$ cat src/core/ctrl_ep_pkg.sv
// Shared constants and carriers for the control endpoint engine.
// Assumes a packet engine on the same clock that decodes tokens and packet lengths.
package ctrl_ep_pkg;
  // Register byte offsets on the Wishbone bus
  localparam logic [4:0] REG_CSR   = 5'h00; // Control/status of the control endpoint
  localparam logic [4:0] REG_COUNT = 5'h04; // Received byte count
  localparam logic [4:0] REG_FLAGS = 5'h08; // Endpoint interrupt flags, clear on read
  localparam logic [4:0] REG_MASK  = 5'h0c; // Endpoint interrupt mask
  localparam logic [4:0] REG_CTRL  = 5'h10; // Controller enable and global irq enable
  // Status register field positions
  localparam int B_RXWAIT  = 0; // Packet received, waiting for firmware
  localparam int B_LOADED  = 1; // Transmit packet loaded
  localparam int B_SENTSTL = 2; // Stall issued, write 1 to clear
  localparam int B_DATAEND = 3; // Last-data mark
  localparam int B_PREMEND = 4; // Premature end seen
  localparam int B_SENDSTL = 5; // Stall request
  localparam int B_RELEASE = 6; // Packet release strobe
  localparam int B_PECLR   = 7; // Premature end clear strobe
  localparam int B_STATE   = 8; // Two-bit state field
  localparam int B_GLOBEN  = 1; // Global irq enable in control register
  // Packet sizes
  localparam logic [6:0] MAX_PKT   = 7'h20; // Fixed control packet limit
  localparam logic [6:0] SETUP_LEN = 7'h08; // Setup payload length
  // Reset values
  localparam logic MASK_RST = 1'b1; // Endpoint interrupt enabled after reset

  typedef enum logic [1:0] {TOK_SETUP = 2'b00, TOK_IN = 2'b01, TOK_OUT = 2'b10} tokKind_t;
  typedef enum logic [1:0] {ANS_ACK = 2'b00, ANS_NAK = 2'b01, ANS_STALL = 2'b10,
                            ANS_DATA = 2'b11} ansKind_t;
  typedef enum logic [1:0] {ST_IDLE = 2'b00, ST_TX = 2'b01, ST_RX = 2'b10,
                            ST_STATUS = 2'b11} epState_t;

  // Token plus the payload length of the data packet that followed it
  typedef struct packed {
    logic       valid;     // One-cycle pulse
    tokKind_t   kind;      // Token type
    logic [6:0] len;       // Payload bytes, saturates at 127
    logic       setupIn;   // Setup asks for data toward the host
    logic       setupData; // Setup announces a data stage
  } tok_t;

  // Handshake or data decision back to the packet engine
  typedef struct packed {
    logic     valid;   // One-cycle pulse
    ansKind_t kind;    // Answer type
    logic     zeroLen; // Data answer is a zero-length packet
  } ans_t;
endpackage

$ cat src/core/ctrl_ep_fsm.sv
// Control endpoint transfer engine with a Wishbone register slave.
// Assumes tokens arrive as one-cycle pulses from packet logic on clk.
// Functional notes
// [RL1] Protocol error: STALL, stall flag, interrupt
// [RL2] OUT after last-data mark is error
// [RL3] IN after last-data mark is error
// [RL4] OUT data over 32 bytes is error
// [RL5] Non-empty status DATA1 packet is error
// [RL6] Stall request makes following requests STALL
// [RL7] Firmware clears stall flag, aborts transfer
// [RL8] Unexpected data-stage token: premature end, IDLE
// [RL9] Firmware clears premature end, checks setup
// [RL10] Accept setup only with 8-byte payload
// [RL11] Release without mark enters TX or RX
// [RL12] Received packet sets flag and interrupt
// [RL13] Release with mark, no data: stays idle; the code enters STATUS toward the host instead
// [RL14] TX takes only IN, RX only OUT
// [RL15] 32-byte packets, short packet ends transfer
// [RL16] Sent packet clears loaded bit, one interrupt
// [RL17] Firmware marks last IN packet
// [RL18] Status done returns IDLE; stall request fails it
// [RL19] IN without loaded packet answers NAK
// [RL20] Firmware releases only after unloading
// [RL21] Firmware marks last short OUT packet
// [RL22] Count register valid while packet waiting
// [RL23] Single buffer, 32-byte maximum packet
// [RL24] Flag always set; irq needs mask, enable
// [RL25] Disable or reset returns IDLE, clears flags
//
// Decided for this implementation: the placing of the registers and the Wishbone slave port.
`timescale 1ns/1ns
module ctrl_ep_fsm (
  // Clock and reset
  input  wire logic                clk,
  input  wire logic                reset,
  // Wishbone slave
  input  wire logic                wbCyc,
  input  wire logic                wbStb,
  input  wire logic                wbWe,
  input  wire logic [4:0]          wbAdr,
  input  wire logic [3:0]          wbSel,
  input  wire logic [31:0]         wbDatIn,
  output logic      [31:0]         wbDatOut,
  output logic                     wbAck,
  // Packet engine side
  input  wire ctrl_ep_pkg::tok_t   tokIn,
  input  wire logic                hostAck,
  output ctrl_ep_pkg::ans_t        ansOut,
  // Interrupt request
  output logic                     irq
);
  import ctrl_ep_pkg::*;

  epState_t   state_q, state_d;       // Endpoint state
  logic       rxWait_q, rxWait_d;     // Packet waiting for firmware
  logic       loaded_q, loaded_d;     // Transmit packet loaded
  logic       sentStl_q, sentStl_d;   // Stall issued
  logic       dataEnd_q, dataEnd_d;   // Last-data mark
  logic       premEnd_q, premEnd_d;   // Premature end
  logic       sendStl_q, sendStl_d;   // Stall request
  logic       statIn_q, statIn_d;     // Status stage goes toward the host
  logic       awaitAck_q, awaitAck_d; // Data sent, waiting for host handshake
  logic       setupIn_q, setupIn_d;   // Latched setup direction
  logic       setupDat_q, setupDat_d; // Latched data-stage presence
  logic [6:0] count_q, count_d;       // Received byte count
  logic       flag_q, flag_d;         // Endpoint interrupt flag
  logic       mask_q;                 // Endpoint interrupt mask
  logic       usbEn_q;                // Controller enable
  logic       globEn_q;               // Global interrupt enable
  ans_t       ans_d;                  // Answer for this cycle
  logic       evt;                    // Any endpoint event

  // Bus decode; accesses complete on the cycle wbAck is high
  wire        busReq  = wbCyc & wbStb;
  wire        busDone = busReq & wbAck;
  wire        wrLow   = busDone & wbWe & wbSel[0];
  wire        wrCsr   = wrLow & (wbAdr == REG_CSR);
  wire        rdFlags = busDone & ~wbWe & (wbAdr == REG_FLAGS);
  wire        wrMask  = wrLow & (wbAdr == REG_MASK);
  wire        wrCtrl  = wrLow & (wbAdr == REG_CTRL);
  // Next enables; irq uses them so a mask write drops it in the same cycle
  wire        mask_d   = wrMask ? wbDatIn[0] : mask_q;
  wire        globEn_d = wrCtrl ? wbDatIn[B_GLOBEN] : globEn_q;
  wire [31:0] csrView = {22'h0, state_q, 1'b0, 1'b0, sendStl_q, premEnd_q,
                         dataEnd_q, sentStl_q, loaded_q, rxWait_q};
  wire [31:0] rdMux   = (wbAdr == REG_CSR)   ? csrView :
                        (wbAdr == REG_COUNT) ? {25'h0, count_q} :
                        (wbAdr == REG_FLAGS) ? {31'h0, flag_q} :
                        (wbAdr == REG_MASK)  ? {31'h0, mask_q} :
                        (wbAdr == REG_CTRL)  ? {30'h0, globEn_q, usbEn_q} : 32'h0;

  // Register writes first, then link events, so hardware sets win over clears
  always_comb begin
    state_d = state_q;
    rxWait_d = rxWait_q;
    loaded_d = loaded_q;
    sentStl_d = sentStl_q;
    dataEnd_d = dataEnd_q;
    premEnd_d = premEnd_q;
    sendStl_d = sendStl_q;
    statIn_d = statIn_q;
    awaitAck_d = awaitAck_q;
    setupIn_d = setupIn_q;
    setupDat_d = setupDat_q;
    count_d = count_q;
    ans_d = '0;
    evt = 1'b0;
    // Firmware side of the status register
    if (wrCsr) begin
      sendStl_d = wbDatIn[B_SENDSTL];
      if (wbDatIn[B_SENTSTL]) sentStl_d = 1'b0;
      if (wbDatIn[B_PECLR]) premEnd_d = 1'b0;
      if (wbDatIn[B_LOADED]) loaded_d = 1'b1;
      if (wbDatIn[B_DATAEND] && state_q == ST_TX) dataEnd_d = 1'b1;
      if (wbDatIn[B_RELEASE] && rxWait_q) begin
        rxWait_d = 1'b0;
        if (state_q == ST_IDLE && wbDatIn[B_DATAEND]) begin
          state_d = ST_STATUS; // [RL13]
          statIn_d = 1'b1;
        end else if (state_q == ST_IDLE && setupDat_q) begin
          state_d = setupIn_q ? ST_TX : ST_RX; // [RL11]
          dataEnd_d = 1'b0;
        end else if (state_q == ST_RX && wbDatIn[B_DATAEND]) begin
          state_d = ST_STATUS; // [RL21]
          statIn_d = 1'b1;
        end
      end
    end
    // Host handshake for a packet this endpoint sent
    if (hostAck && awaitAck_q) begin
      awaitAck_d = 1'b0;
      evt = 1'b1;
      if (state_q == ST_TX) begin
        loaded_d = 1'b0; // [RL16]
        if (dataEnd_q) begin
          state_d = ST_STATUS; // [RL17]
          statIn_d = 1'b0;
        end
      end else begin
        state_d = ST_IDLE; // [RL18]
      end
    end
    // Token handling
    if (tokIn.valid) begin
      ans_d.valid = 1'b1;
      ans_d.kind = ANS_NAK;
      if (tokIn.kind == TOK_SETUP) begin
        if (state_q == ST_TX || state_q == ST_RX) premEnd_d = 1'b1; // [RL8]
        if (tokIn.len == SETUP_LEN) begin
          ans_d.kind = ANS_ACK; // [RL10]
          rxWait_d = 1'b1; // [RL12]
          count_d = tokIn.len; // [RL22]
          setupIn_d = tokIn.setupIn;
          setupDat_d = tokIn.setupData;
          state_d = ST_IDLE;
          dataEnd_d = 1'b0;
          loaded_d = 1'b0;
          awaitAck_d = 1'b0;
          evt = 1'b1;
        end else begin
          ans_d.valid = 1'b0; // Rejected: no handshake at all
          if (state_q == ST_TX || state_q == ST_RX) begin
            state_d = ST_IDLE;
            evt = 1'b1;
          end
        end
      end else if (sendStl_q) begin
        ans_d.kind = ANS_STALL; // [RL6]
      end else if ((state_q == ST_TX && tokIn.kind == TOK_OUT) ||
                   (state_q == ST_RX && tokIn.kind == TOK_IN)) begin
        ans_d.valid = 1'b0; // [RL14]
        premEnd_d = 1'b1; // [RL8]
        state_d = ST_IDLE;
        evt = 1'b1;
      end else if (state_q == ST_TX) begin
        if (dataEnd_q && !loaded_q) ans_d.kind = ANS_STALL; // [RL3]
        else if (loaded_q) begin
          ans_d.kind = ANS_DATA;
          awaitAck_d = 1'b1;
        end // [RL19]
      end else if (state_q == ST_RX) begin
        if (tokIn.len > MAX_PKT) ans_d.kind = ANS_STALL; // [RL4]
        else if (!rxWait_q) begin // [RL15]
          ans_d.kind = ANS_ACK; // [RL23]
          rxWait_d = 1'b1; // [RL12]
          count_d = tokIn.len; // [RL22]
          evt = 1'b1;
        end
      end else if (state_q == ST_STATUS) begin
        if (statIn_q && tokIn.kind == TOK_OUT) ans_d.kind = ANS_STALL; // [RL2]
        else if (!statIn_q && tokIn.kind == TOK_IN) ans_d.kind = ANS_STALL; // [RL3]
        else if (!statIn_q && tokIn.len != 7'h00) ans_d.kind = ANS_STALL; // [RL5]
        else if (statIn_q) begin
          ans_d.kind = ANS_DATA;
          ans_d.zeroLen = 1'b1;
          awaitAck_d = 1'b1;
        end else begin
          ans_d.kind = ANS_ACK;
          state_d = ST_IDLE; // [RL18]
          evt = 1'b1;
        end
      end else if (tokIn.kind == TOK_OUT) begin
        ans_d.kind = ANS_STALL; // No transfer open: protocol error
      end
      // Any stall issued aborts the transfer
      if (ans_d.valid && ans_d.kind == ANS_STALL) begin
        sentStl_d = 1'b1; // [RL1]
        evt = 1'b1;
        state_d = ST_IDLE;
        dataEnd_d = 1'b0;
        loaded_d = 1'b0;
        awaitAck_d = 1'b0;
      end
    end
  end

  // Flag is set by every event; a read clears it unless an event lands too
  assign flag_d = evt | (flag_q & ~rdFlags); // [RL24]

  // Endpoint state; disabling the controller acts as a reset
  always_ff @(posedge clk) begin
    if (reset || !usbEn_q) begin // [RL25]
      {state_q, rxWait_q, loaded_q, sentStl_q, dataEnd_q, premEnd_q} <= '0;
      {sendStl_q, statIn_q, awaitAck_q, setupIn_q, setupDat_q} <= '0;
      count_q <= '0;
      flag_q <= 1'b0;
    end else begin
      {state_q, rxWait_q, loaded_q, sentStl_q, dataEnd_q, premEnd_q} <=
        {state_d, rxWait_d, loaded_d, sentStl_d, dataEnd_d, premEnd_d};
      {sendStl_q, statIn_q, awaitAck_q, setupIn_q, setupDat_q} <=
        {sendStl_d, statIn_d, awaitAck_d, setupIn_d, setupDat_d};
      count_q <= count_d;
      flag_q <= flag_d;
    end
  end

  // Enables survive a controller disable so software can turn it back on
  always_ff @(posedge clk) begin
    if (reset) begin
      mask_q <= MASK_RST;
      usbEn_q <= 1'b0;
      globEn_q <= 1'b0;
    end else begin
      mask_q <= mask_d;
      globEn_q <= globEn_d;
      if (wrCtrl) usbEn_q <= wbDatIn[0];
    end
  end

  // Bus answer one cycle after the request; read data captured with it
  always_ff @(posedge clk) begin
    if (reset) begin
      wbAck <= 1'b0;
      wbDatOut <= '0;
    end else begin
      wbAck <= busReq & ~wbAck;
      wbDatOut <= rdMux;
    end
  end

  // Answer to the packet engine and interrupt line
  always_ff @(posedge clk) begin
    if (reset || !usbEn_q) begin
      ansOut <= '0;
      irq <= 1'b0;
    end else begin
      ansOut <= ans_d;
      irq <= flag_d & mask_d & globEn_d; // [RL24]
    end
  end

  // Checks
  wire tokGo = tokIn.valid & usbEn_q;
  property p_stall_flag;
    @(posedge clk) disable iff (reset)
    ansOut.valid && ansOut.kind == ANS_STALL |-> sentStl_q && state_q == ST_IDLE;
  endproperty
  a_stall_flag: assert property (p_stall_flag) else $error("stall without flag"); // [RL1]
  property p_out_after_end;
    @(posedge clk) disable iff (reset)
    tokGo && !sendStl_q && state_q == ST_STATUS && statIn_q && tokIn.kind == TOK_OUT
      |=> ansOut.valid && ansOut.kind == ANS_STALL;
  endproperty
  a_out_after_end: assert property (p_out_after_end) else $error("late OUT not stalled"); // [RL2]
  property p_big_out;
    @(posedge clk) disable iff (reset)
    tokGo && state_q == ST_RX && tokIn.kind == TOK_OUT && tokIn.len > MAX_PKT
      |=> ansOut.valid && ansOut.kind == ANS_STALL && (!rxWait_q || $past(rxWait_q));
  endproperty
  a_big_out: assert property (p_big_out) else $error("oversize OUT accepted"); // [RL4]
  property p_status_len;
    @(posedge clk) disable iff (reset)
    tokGo && !sendStl_q && state_q == ST_STATUS && !statIn_q && tokIn.kind == TOK_OUT
      && tokIn.len != 7'h00 |=> ansOut.kind == ANS_STALL;
  endproperty
  a_status_len: assert property (p_status_len) else $error("status length ignored"); // [RL5]
  property p_send_stall;
    @(posedge clk) disable iff (reset)
    tokGo && sendStl_q && tokIn.kind != TOK_SETUP |=> ansOut.kind == ANS_STALL ##1 flag_q
      || $past(rdFlags);
  endproperty
  a_send_stall: assert property (p_send_stall) else $error("stall request ignored"); // [RL6]
  property p_setup_len;
    @(posedge clk) disable iff (reset)
    tokGo && tokIn.kind == TOK_SETUP && tokIn.len != SETUP_LEN |=> !ansOut.valid;
  endproperty
  a_setup_len: assert property (p_setup_len) else $error("bad setup answered"); // [RL10]
  property p_nak;
    @(posedge clk) disable iff (reset)
    tokGo && !sendStl_q && state_q == ST_TX && tokIn.kind == TOK_IN && !loaded_q
      && !dataEnd_q |=> ansOut.kind == ANS_NAK;
  endproperty
  a_nak: assert property (p_nak) else $error("empty IN not NAKed"); // [RL19]
  property p_sent_clear;
    @(posedge clk) disable iff (reset)
    hostAck && awaitAck_q && state_q == ST_TX && usbEn_q && !tokIn.valid
      |=> !loaded_q && flag_q;
  endproperty
  a_sent_clear: assert property (p_sent_clear) else $error("loaded bit kept"); // [RL16]
  property p_irq_gate;
    @(posedge clk) disable iff (reset) irq |-> mask_q && globEn_q && flag_q;
  endproperty
  a_irq_gate: assert property (p_irq_gate) else $error("irq not gated"); // [RL24]
  property p_disable;
    @(posedge clk) disable iff (reset)
    !usbEn_q |=> state_q == ST_IDLE && !rxWait_q && !sentStl_q && !premEnd_q;
  endproperty
  a_disable: assert property (p_disable) else $error("disable kept state"); // [RL25]
  c_setup: cover property (@(posedge clk) ansOut.valid && ansOut.kind == ANS_ACK && rxWait_q);
  c_tx: cover property (@(posedge clk) state_q == ST_TX ##[1:50] state_q == ST_STATUS);
  c_prem: cover property (@(posedge clk) $rose(premEnd_q));
  c_stall: cover property (@(posedge clk) $rose(sentStl_q));
endmodule // ctrl_ep_fsm

$ cat config.mk
export PLATFORM = sky130hd
export DESIGN_NAME = ctrl_ep_fsm
export DESIGN_NICKNAME = d
export VERILOG_FILES = /design/src/core/ctrl_ep_pkg.sv /design/src/core/ctrl_ep_fsm.sv
export SDC_FILE = /design/constraint.sdc
export NUM_CORES = 1
export LEC_CHECK = 0
export ABC_AREA = 0
export ABC_CLOCK_PERIOD_IN_PS = 2850
export BUFFER_PORTS_ARGS = -buffer_cell sky130_fd_sc_hd__buf_2
export CAP_MARGIN = 20
export CORE_UTILIZATION = 46
export CTS_BUF_LIST = sky130_fd_sc_hd__clkbuf_8 sky130_fd_sc_hd__clkbuf_16
export DETAILED_ROUTE_END_ITERATION = 12
export MAX_ROUTING_LAYER = met4
export PLACE_DENSITY = 0.89
export SLEW_MARGIN = 5
export SYNTH_ARGS = -nofsm -noshare
export SYNTH_HDL_FRONTEND = slang
export SYNTH_SLANG_ARGS = --single-unit
$ cat constraint.sdc
create_clock -name clk -period 2.85 [get_ports clk]
set_clock_uncertainty 0.2 [all_clocks]
set_input_delay 0 -clock clk [delete_from_list [all_inputs] [get_ports clk]]
set_output_delay 0 -clock clk [all_outputs]
set_load 0.01 [all_outputs]
==> flow_metrics.py, run 1 <==
metrics = {
    "route": {
        "wirelength_um": 5300,
        "num_vias": 2031,
        "wl_per_cell_um": 14.1,
        "via_per_inst": 5.40,
        "drt_iter0_markers": 180,
        "drt_first_pass_iters": 8,
        "drc_errors": 1,
        "ant_nets": 0,
    },
    "final_layout": {
        "nets": 386,
        "seqCellArea_um2": 761,
        "multi_input_area_um2": 1150,
        "fillers": 368,
        "antenna_cells": 0,
        "drive_gt1_frac": 0.222,
        "area_growth_syn_to_layout_pct": 30.2,
        "layout.cells.non_filler": 376,
    },
    "status": {
        "violations": "design-rule violations",
        "run_status": "finished with violations",
    },
    "clock_tree": {
        "clock_latency_ns": 0.30,
        "htree_levels": 2,
        "cts_root_buffer": "clkbuf_8",
        "clock_sinks": 38,
        "cts_buffer_depth": 2,
        "cts_setup_buffers": 0,
        "tritoncts": "yes",
        "cts_buffers": 5,
        "clk_pin_slew_worst_paths_ns": 0.08,
    },
    "critical_path": {
        "r2r-end": "rxWait_q",
        "crit_path_start_kind": "input port",
        "r2r-start": "state_q[0]",
        "crit_start": "wbAdr[1]",
        "r2r_slack_ns": 0.16,
        "crit_end": "premEnd_q",
        "r2r_cells": 9,
        "crit_type": "input port to register",
        "crit_arrival_ns": 2.66,
        "worstPathRequired_ns": 2.82,
        "end_kind": "register",
        "path_max_fanout": 8,
    },
    "die": {
        "rows": 24,
        "pin_count": 97,
        "initial_core_util": 0.478,
        "die_w_um": 69.0,
        "core_um2": 4320,
        "die_h_um": 69.0,
        "die_area_um2": 4770,
    },
    "placed_design": {
        "hpwl_um": 3510,
        "portBuffers": 45,
        "gp_congestion": 0.859,
        "dp_cells": 334,
    },
    "timing": {
        "setup_viol": 0,
        "report.final.slew_viol_count": 0,
        "tightest_slew_ns": 0.523,
        "post-route-min-period_ns": 2.69,
        "rsz0062_at_grt": "no",
        "fmax_mhz": 372,
        "period_share": 0.944,
        "relSlewSlack": 0.649,
        "fin_tns_setup_ns": 0,
        "hold_viol": 0,
    },
    "synth": {
        "async_flop_share": 0,
        "ys_ff_latch": 38,
        "yosysTopAreaCell": "dfxtp_1",
        "synth_flop_cell": "dfxtp_1",
        "synth_top_area_frac": 0.368,
        "seq_area_frac_synth": 0.368,
        "avgSynthCellArea_um2": 8.47,
        "synth_edf_count": 0,
        "ys_top_cells_by_area": "dfxtp_1 37%, buf_4 8.4%, nor2_1 5.1%",
        "syn_area_um2": 2070,
        "syn_inst": 244,
        "yosysUniqueCellTypes": 52,
        "yosysWarnings": 0,
    },
    "power_and_ir_drop": {
        "pwr_density_cell_nw_per_um2": 390,
        "p_leak_uw": 0.00110,
        "peakVddDrop_mv": 0.182,
    },
    "job": {
        "drv_cap": 0,
    },
    "global_routing": {
        "grt_usage": 0.234,
        "grt_max_degree": 18,
        "antenna_found_initial": 0,
        "grt_pass1_wl_um": 8740,
        "first_global_vias": 1939,
        "grt_overflow_total": 0,
    },
    "min_path": {
        "hold_path.class": "input port to register",
    },
}
registers in the layout, indices dropped and copies added (netlist names), 2 cells and up:
name / flops
wbDatOut: 9
count_q: 7
ansOut: 4
state_q: 2
critical path: stages:
cell           delay, ns
dlygate4sd3_1       0.53
buf_2               0.14
or4_4               0.58
nor4_4              0.52
nand2_1             0.14
a2bb2oi_1           0.16
dlygate4sd3_1       0.56
nor2_1              0.04
logic make-up after synthesis:
kind of cell / share of synthesized area
muxes: 0.0339
AOI/OAI and AO/OA: 0.173
buffers and inverters: 0.118
DFF: 0.368
other: 0.00181
adders and majority gates: 0.0242
and+or+nand+nor: 0.281
where the power goes:
group | internal [uW] | leakage, uW | total [uW] | switching, uW
clock | 194 | 0.0000472 | 393 | 198
sequential | 531 | 0.000306 | 532 | 0.749
combinational | 58.3 | 0.000746 | 126 | 67.5
total | 784 | 0.00110 | 1050 | 267
stage by stage:
stage	area, um^2	power (uW)	worst slack (ns)	hold slack, ns	utilization
3_5_place_dp	2250	636	0.262	0.0561	0.520
2_1_floorplan	2150	619	0.582	-0.123	-
3_3_place_gp	2250	634	0.277	0.0381	0.520
4_1_cts	2680	1050	0.192	0.00829	0.621
5_1_grt	2690	1090	0.0257	0.0381	0.622
6_report	2690	1050	0.159	0.00260	0.622
layout make-up:
| cell class | count | share of cell area |
|---|---|---|
| Tap cell | 52 | 0.0242 |
| Sequential cell | 38 | 0.283 |
| Multi-Input combinational cell | 187 | 0.428 |
| Inverter | 10 | 0.0139 |
| Clock buffer | 6 | 0.0307 |
| Timing Repair Buffer | 81 | 0.216 |
| Clock inverter | 2 | 0.00465 |
cells in the mapped netlist (3+ instances only):
master / instances
dfxtp_1: 38
nor2b_1: 3
inv_1: 10
a21oi_1: 15
nor4b_1: 4
o21ai_0: 9
nand4_1: 3
nor3_1: 11
nor2_1: 28
ha_1: 4
nor4_1: 7
clkbuf_1: 4
nand2b_1: 4
buf_4: 23
nand2_1: 17
nand3_1: 10
mux2i_1: 7
a22oi_1: 4
buf_2: 3
cells in the final DEF (no fill, tap or decap), types with 6 or more instances in the layout:
cell	count
conb_1	23
dlygate4sd3_1	34
nand2_1	17
nor4_1	7
a21oi_1	15
clkbuf_8	6
nor2_1	28
dfxtp_1	38
buf_2	45
nand3_1	10
inv_1	10
mux2i_1	7
o21ai_0	9
nor3_1	10
repair_timing:
item,4_1_cts,5_1_grt
hold buffers,34,0
hold endpoints to repair,35,0
setup endpoints to repair,0,1
resized for setup,0,2
layer usage:
layer	share of wire	routed length, um	track usage	vias to the layer above
li1	-	-	-	991
met1	0.41	2190	0.268	926
met2	0.50	2640	0.392	101
met3	0.070	373	0.0497	13
met4	0.017	92	0.104	0
met5	0	0	-	-
worst min-delay path by stage:
stage                       end  slack [ns]       from  cells after the start
floorplan           wbDatOut[9]       -0.12      reset                      1
global placement     setupDat_q        0.04   tokIn[0]                      3
detailed placement    setupIn_q        0.06   tokIn[1]                      3
CTS                   ansOut[0]       0.008  tokIn[10]                      4
global route          ansOut[0]        0.04  tokIn[10]                      4
finish                ansOut[0]       0.003  tokIn[10]                      4
Note: power is estimated with default switching activity, not from simulation.
==> inputs of run 2 (changes only) <==
--- a/config.mk
+++ b/config.mk
@@ -9,11 +9,12 @@
 export ABC_CLOCK_PERIOD_IN_PS = 2850
 export BUFFER_PORTS_ARGS = -buffer_cell sky130_fd_sc_hd__buf_2
 export CAP_MARGIN = 20
-export CORE_UTILIZATION = 46
+export CORE_UTILIZATION = 40
 export CTS_BUF_LIST = sky130_fd_sc_hd__clkbuf_8 sky130_fd_sc_hd__clkbuf_16
 export DETAILED_ROUTE_END_ITERATION = 12
 export MAX_ROUTING_LAYER = met4
-export PLACE_DENSITY = 0.89
+export PLACE_DENSITY = 0.8
+export SKIP_CTS_REPAIR_TIMING = 1
 export SLEW_MARGIN = 5
 export SYNTH_ARGS = -nofsm -noshare
 export SYNTH_HDL_FRONTEND = slang
==> run 2 against run 1 <==
Compared with the run above:
- the flow finishes with violations (negative hold slack)
- non-clock buffer count down 2
- first-iteration DRC count decreased by 7.2%
- fmax is 1.1% higher
- worst setup slack better by 0.028 ns
- sequential share of layout area is 0.079 points higher
- wire length grew 2.9%
- clock power down 4%
- sequential power barely moved
- core utilization is 6.9 points lower
- critical endpoint is now state_q[0]
- highest routed layer unchanged
==> flow_metrics.py, run 2 (same netlist as run 1, synthesis figures left out) <==
metrics = {
    "status": {
        "violations": "negative hold slack",
        "run_status": "finished with violations",
    },
    "final_layout": {
        "drive_gt1_frac": 0.220,
        "reg.largest.list": "wbDatOut: 9 flops, count_q: 7 flops, ansOut: 4 flops",
        "final_area_um2": 2680,
        "layout_common_cells": "45 x buf_2, 38 x dfxtp_1, 32 x dlygate4sd3_1, 28 x nor2_1, 23 x conb_1",
        "largest_register_ffs": 9,
        "final_util": 0.554,
        "area_growth_syn_to_layout_pct": 29.8,
        "final_common_cell": "buf_2",
        "nets": 384,
        "antenna_cells": 0,
        "top_register": "wbDatOut",
    },
    "global_routing": {
        "grt_usage": 0.196,
        "antenna_found_initial": 0,
        "grt_max_degree": 18,
        "first_global_vias": 1654,
        "grt_pass1_wl_um": 7770,
        "grt_overflow_total": 0,
    },
    "critical_path": {
        "r2r_slack_ns": 0.19,
        "r2r-start": "state_q[1]",
        "r2r_cells": 8,
        "r2r-end": "state_q[0]",
        "crit_type": "register to register",
        "end_kind": "register",
        "crit_path_start_kind": "register",
        "crit_arrival_ns": 2.68,
        "worstPathRequired_ns": 2.87,
        "path_max_fanout": 11,
    },
    "placed_design": {
        "portBuffers": 45,
        "gp_congestion": 0.922,
        "hpwl_um": 3660,
        "dpl_cell_area_um2": 2270,
    },
    "power_and_ir_drop": {
        "power_uw": 1040,
        "p_leak_uw": 0.00110,
        "pwr_density_cell_nw_per_um2": 386,
        "peakVddDrop_mv": 0.246,
    },
    "die": {
        "initial_core_util": 0.426,
        "die_area_um2": 5460,
        "pin_count": 97,
        "die_w_um": 73.9,
        "core_um2": 4850,
        "die_h_um": 73.9,
        "rows": 25,
    },
    "min_path": {
        "hp-start": "wbWe",
        "hold_depth": 5,
        "hold_path.class": "input port to register",
        "hold_path_end": "flag_q",
    },
    "clock_tree": {
        "clk_pin_slew_worst_paths_ns": 0.08,
        "clock_sinks": 38,
        "cts_root_buffer": "clkbuf_8",
        "htree_levels": 2,
        "tritoncts": "yes",
        "cts_buffer_depth": 2,
        "clock_latency_ns": 0.29,
        "cts_buffers": 5,
    },
    "route": {
        "drt_first_pass_iters": 4,
        "wl_per_cell_um": 14.0,
        "num_vias": 2031,
        "ant_nets": 0,
        "wirelength_um": 5450,
        "drt_iter0_markers": 167,
        "drc_errors": 0,
        "via_per_inst": 5.22,
    },
    "timing": {
        "setup_viol": 0,
        "relSlewSlack": 0.602,
        "tightest_slew_ns": 0.593,
        "period_share": 0.934,
        "fmax_mhz": 376,
        "hold_viol": 1,
        "fin_hold_ws_ns": -0.0163,
        "post-route-min-period_ns": 2.66,
        "report.final.slew_viol_count": 0,
    },
    "job": {
        "drv_cap": 0,
    },
}
run 2: per-stage QoR:
step                      std cells  setup slack (ns)  setup TNS (ns)
after global placement          349             0.287               0
after CTS                       357             0.224               0
final                           389             0.187               0
after global routing            389          -0.00180        -0.00180
after detailed placement        349             0.250               0
after floorplan                 266             0.582               0
run 2: critical path: stages, from the launching register on:
cell      delay (ns)
dfxtp_1         0.38
inv_1           0.10
ha_1            0.36
nor2_1          0.25
o211ai_1        0.11
a311oi_1        0.52
nor4_4          0.14
or3_1           0.41
a21oi_1         0.12
run 2: report_power, final:
| part | internal (uW) | switching (uW) |
|---|---|---|
| sequential | 531 | 0.673 |
| combinational | 56.8 | 67.2 |
| clock | 192 | 187 |
run 2: metal layers:
layer,wire (um),track usage
met5,0,-
met4,95,0.0620
met3,388,0.0370
met2,2620,0.304
met1,2350,0.257
run 2: how the worst max path moves through the flow:
| stage | from | to | slack, ns | cells after the start |
|---|---|---|---|---|
| after floorplan | state_q[1] | state_q[0] | 0.58 | 9 |
| final | state_q[1] | state_q[0] | 0.19 | 8 |
| after global placement | state_q[1] | state_q[0] | 0.29 | 8 |
| after global routing | state_q[1] | count_q[1] | -0.002 | 8 |
| after CTS | state_q[1] | state_q[1] | 0.22 | 8 |
| after detailed placement | state_q[1] | state_q[1] | 0.25 | 8 |
run 2: final cells by class:
class	count	area [um^2]
Clock buffer	6	82.6
Clock inverter	2	8.76
Fill cell	431	2160
Inverter	10	37.5
Multi-Input combinational cell	187	1150
Sequential cell	38	761
Tap cell	67	83.8
Timing Repair Buffer	79	561
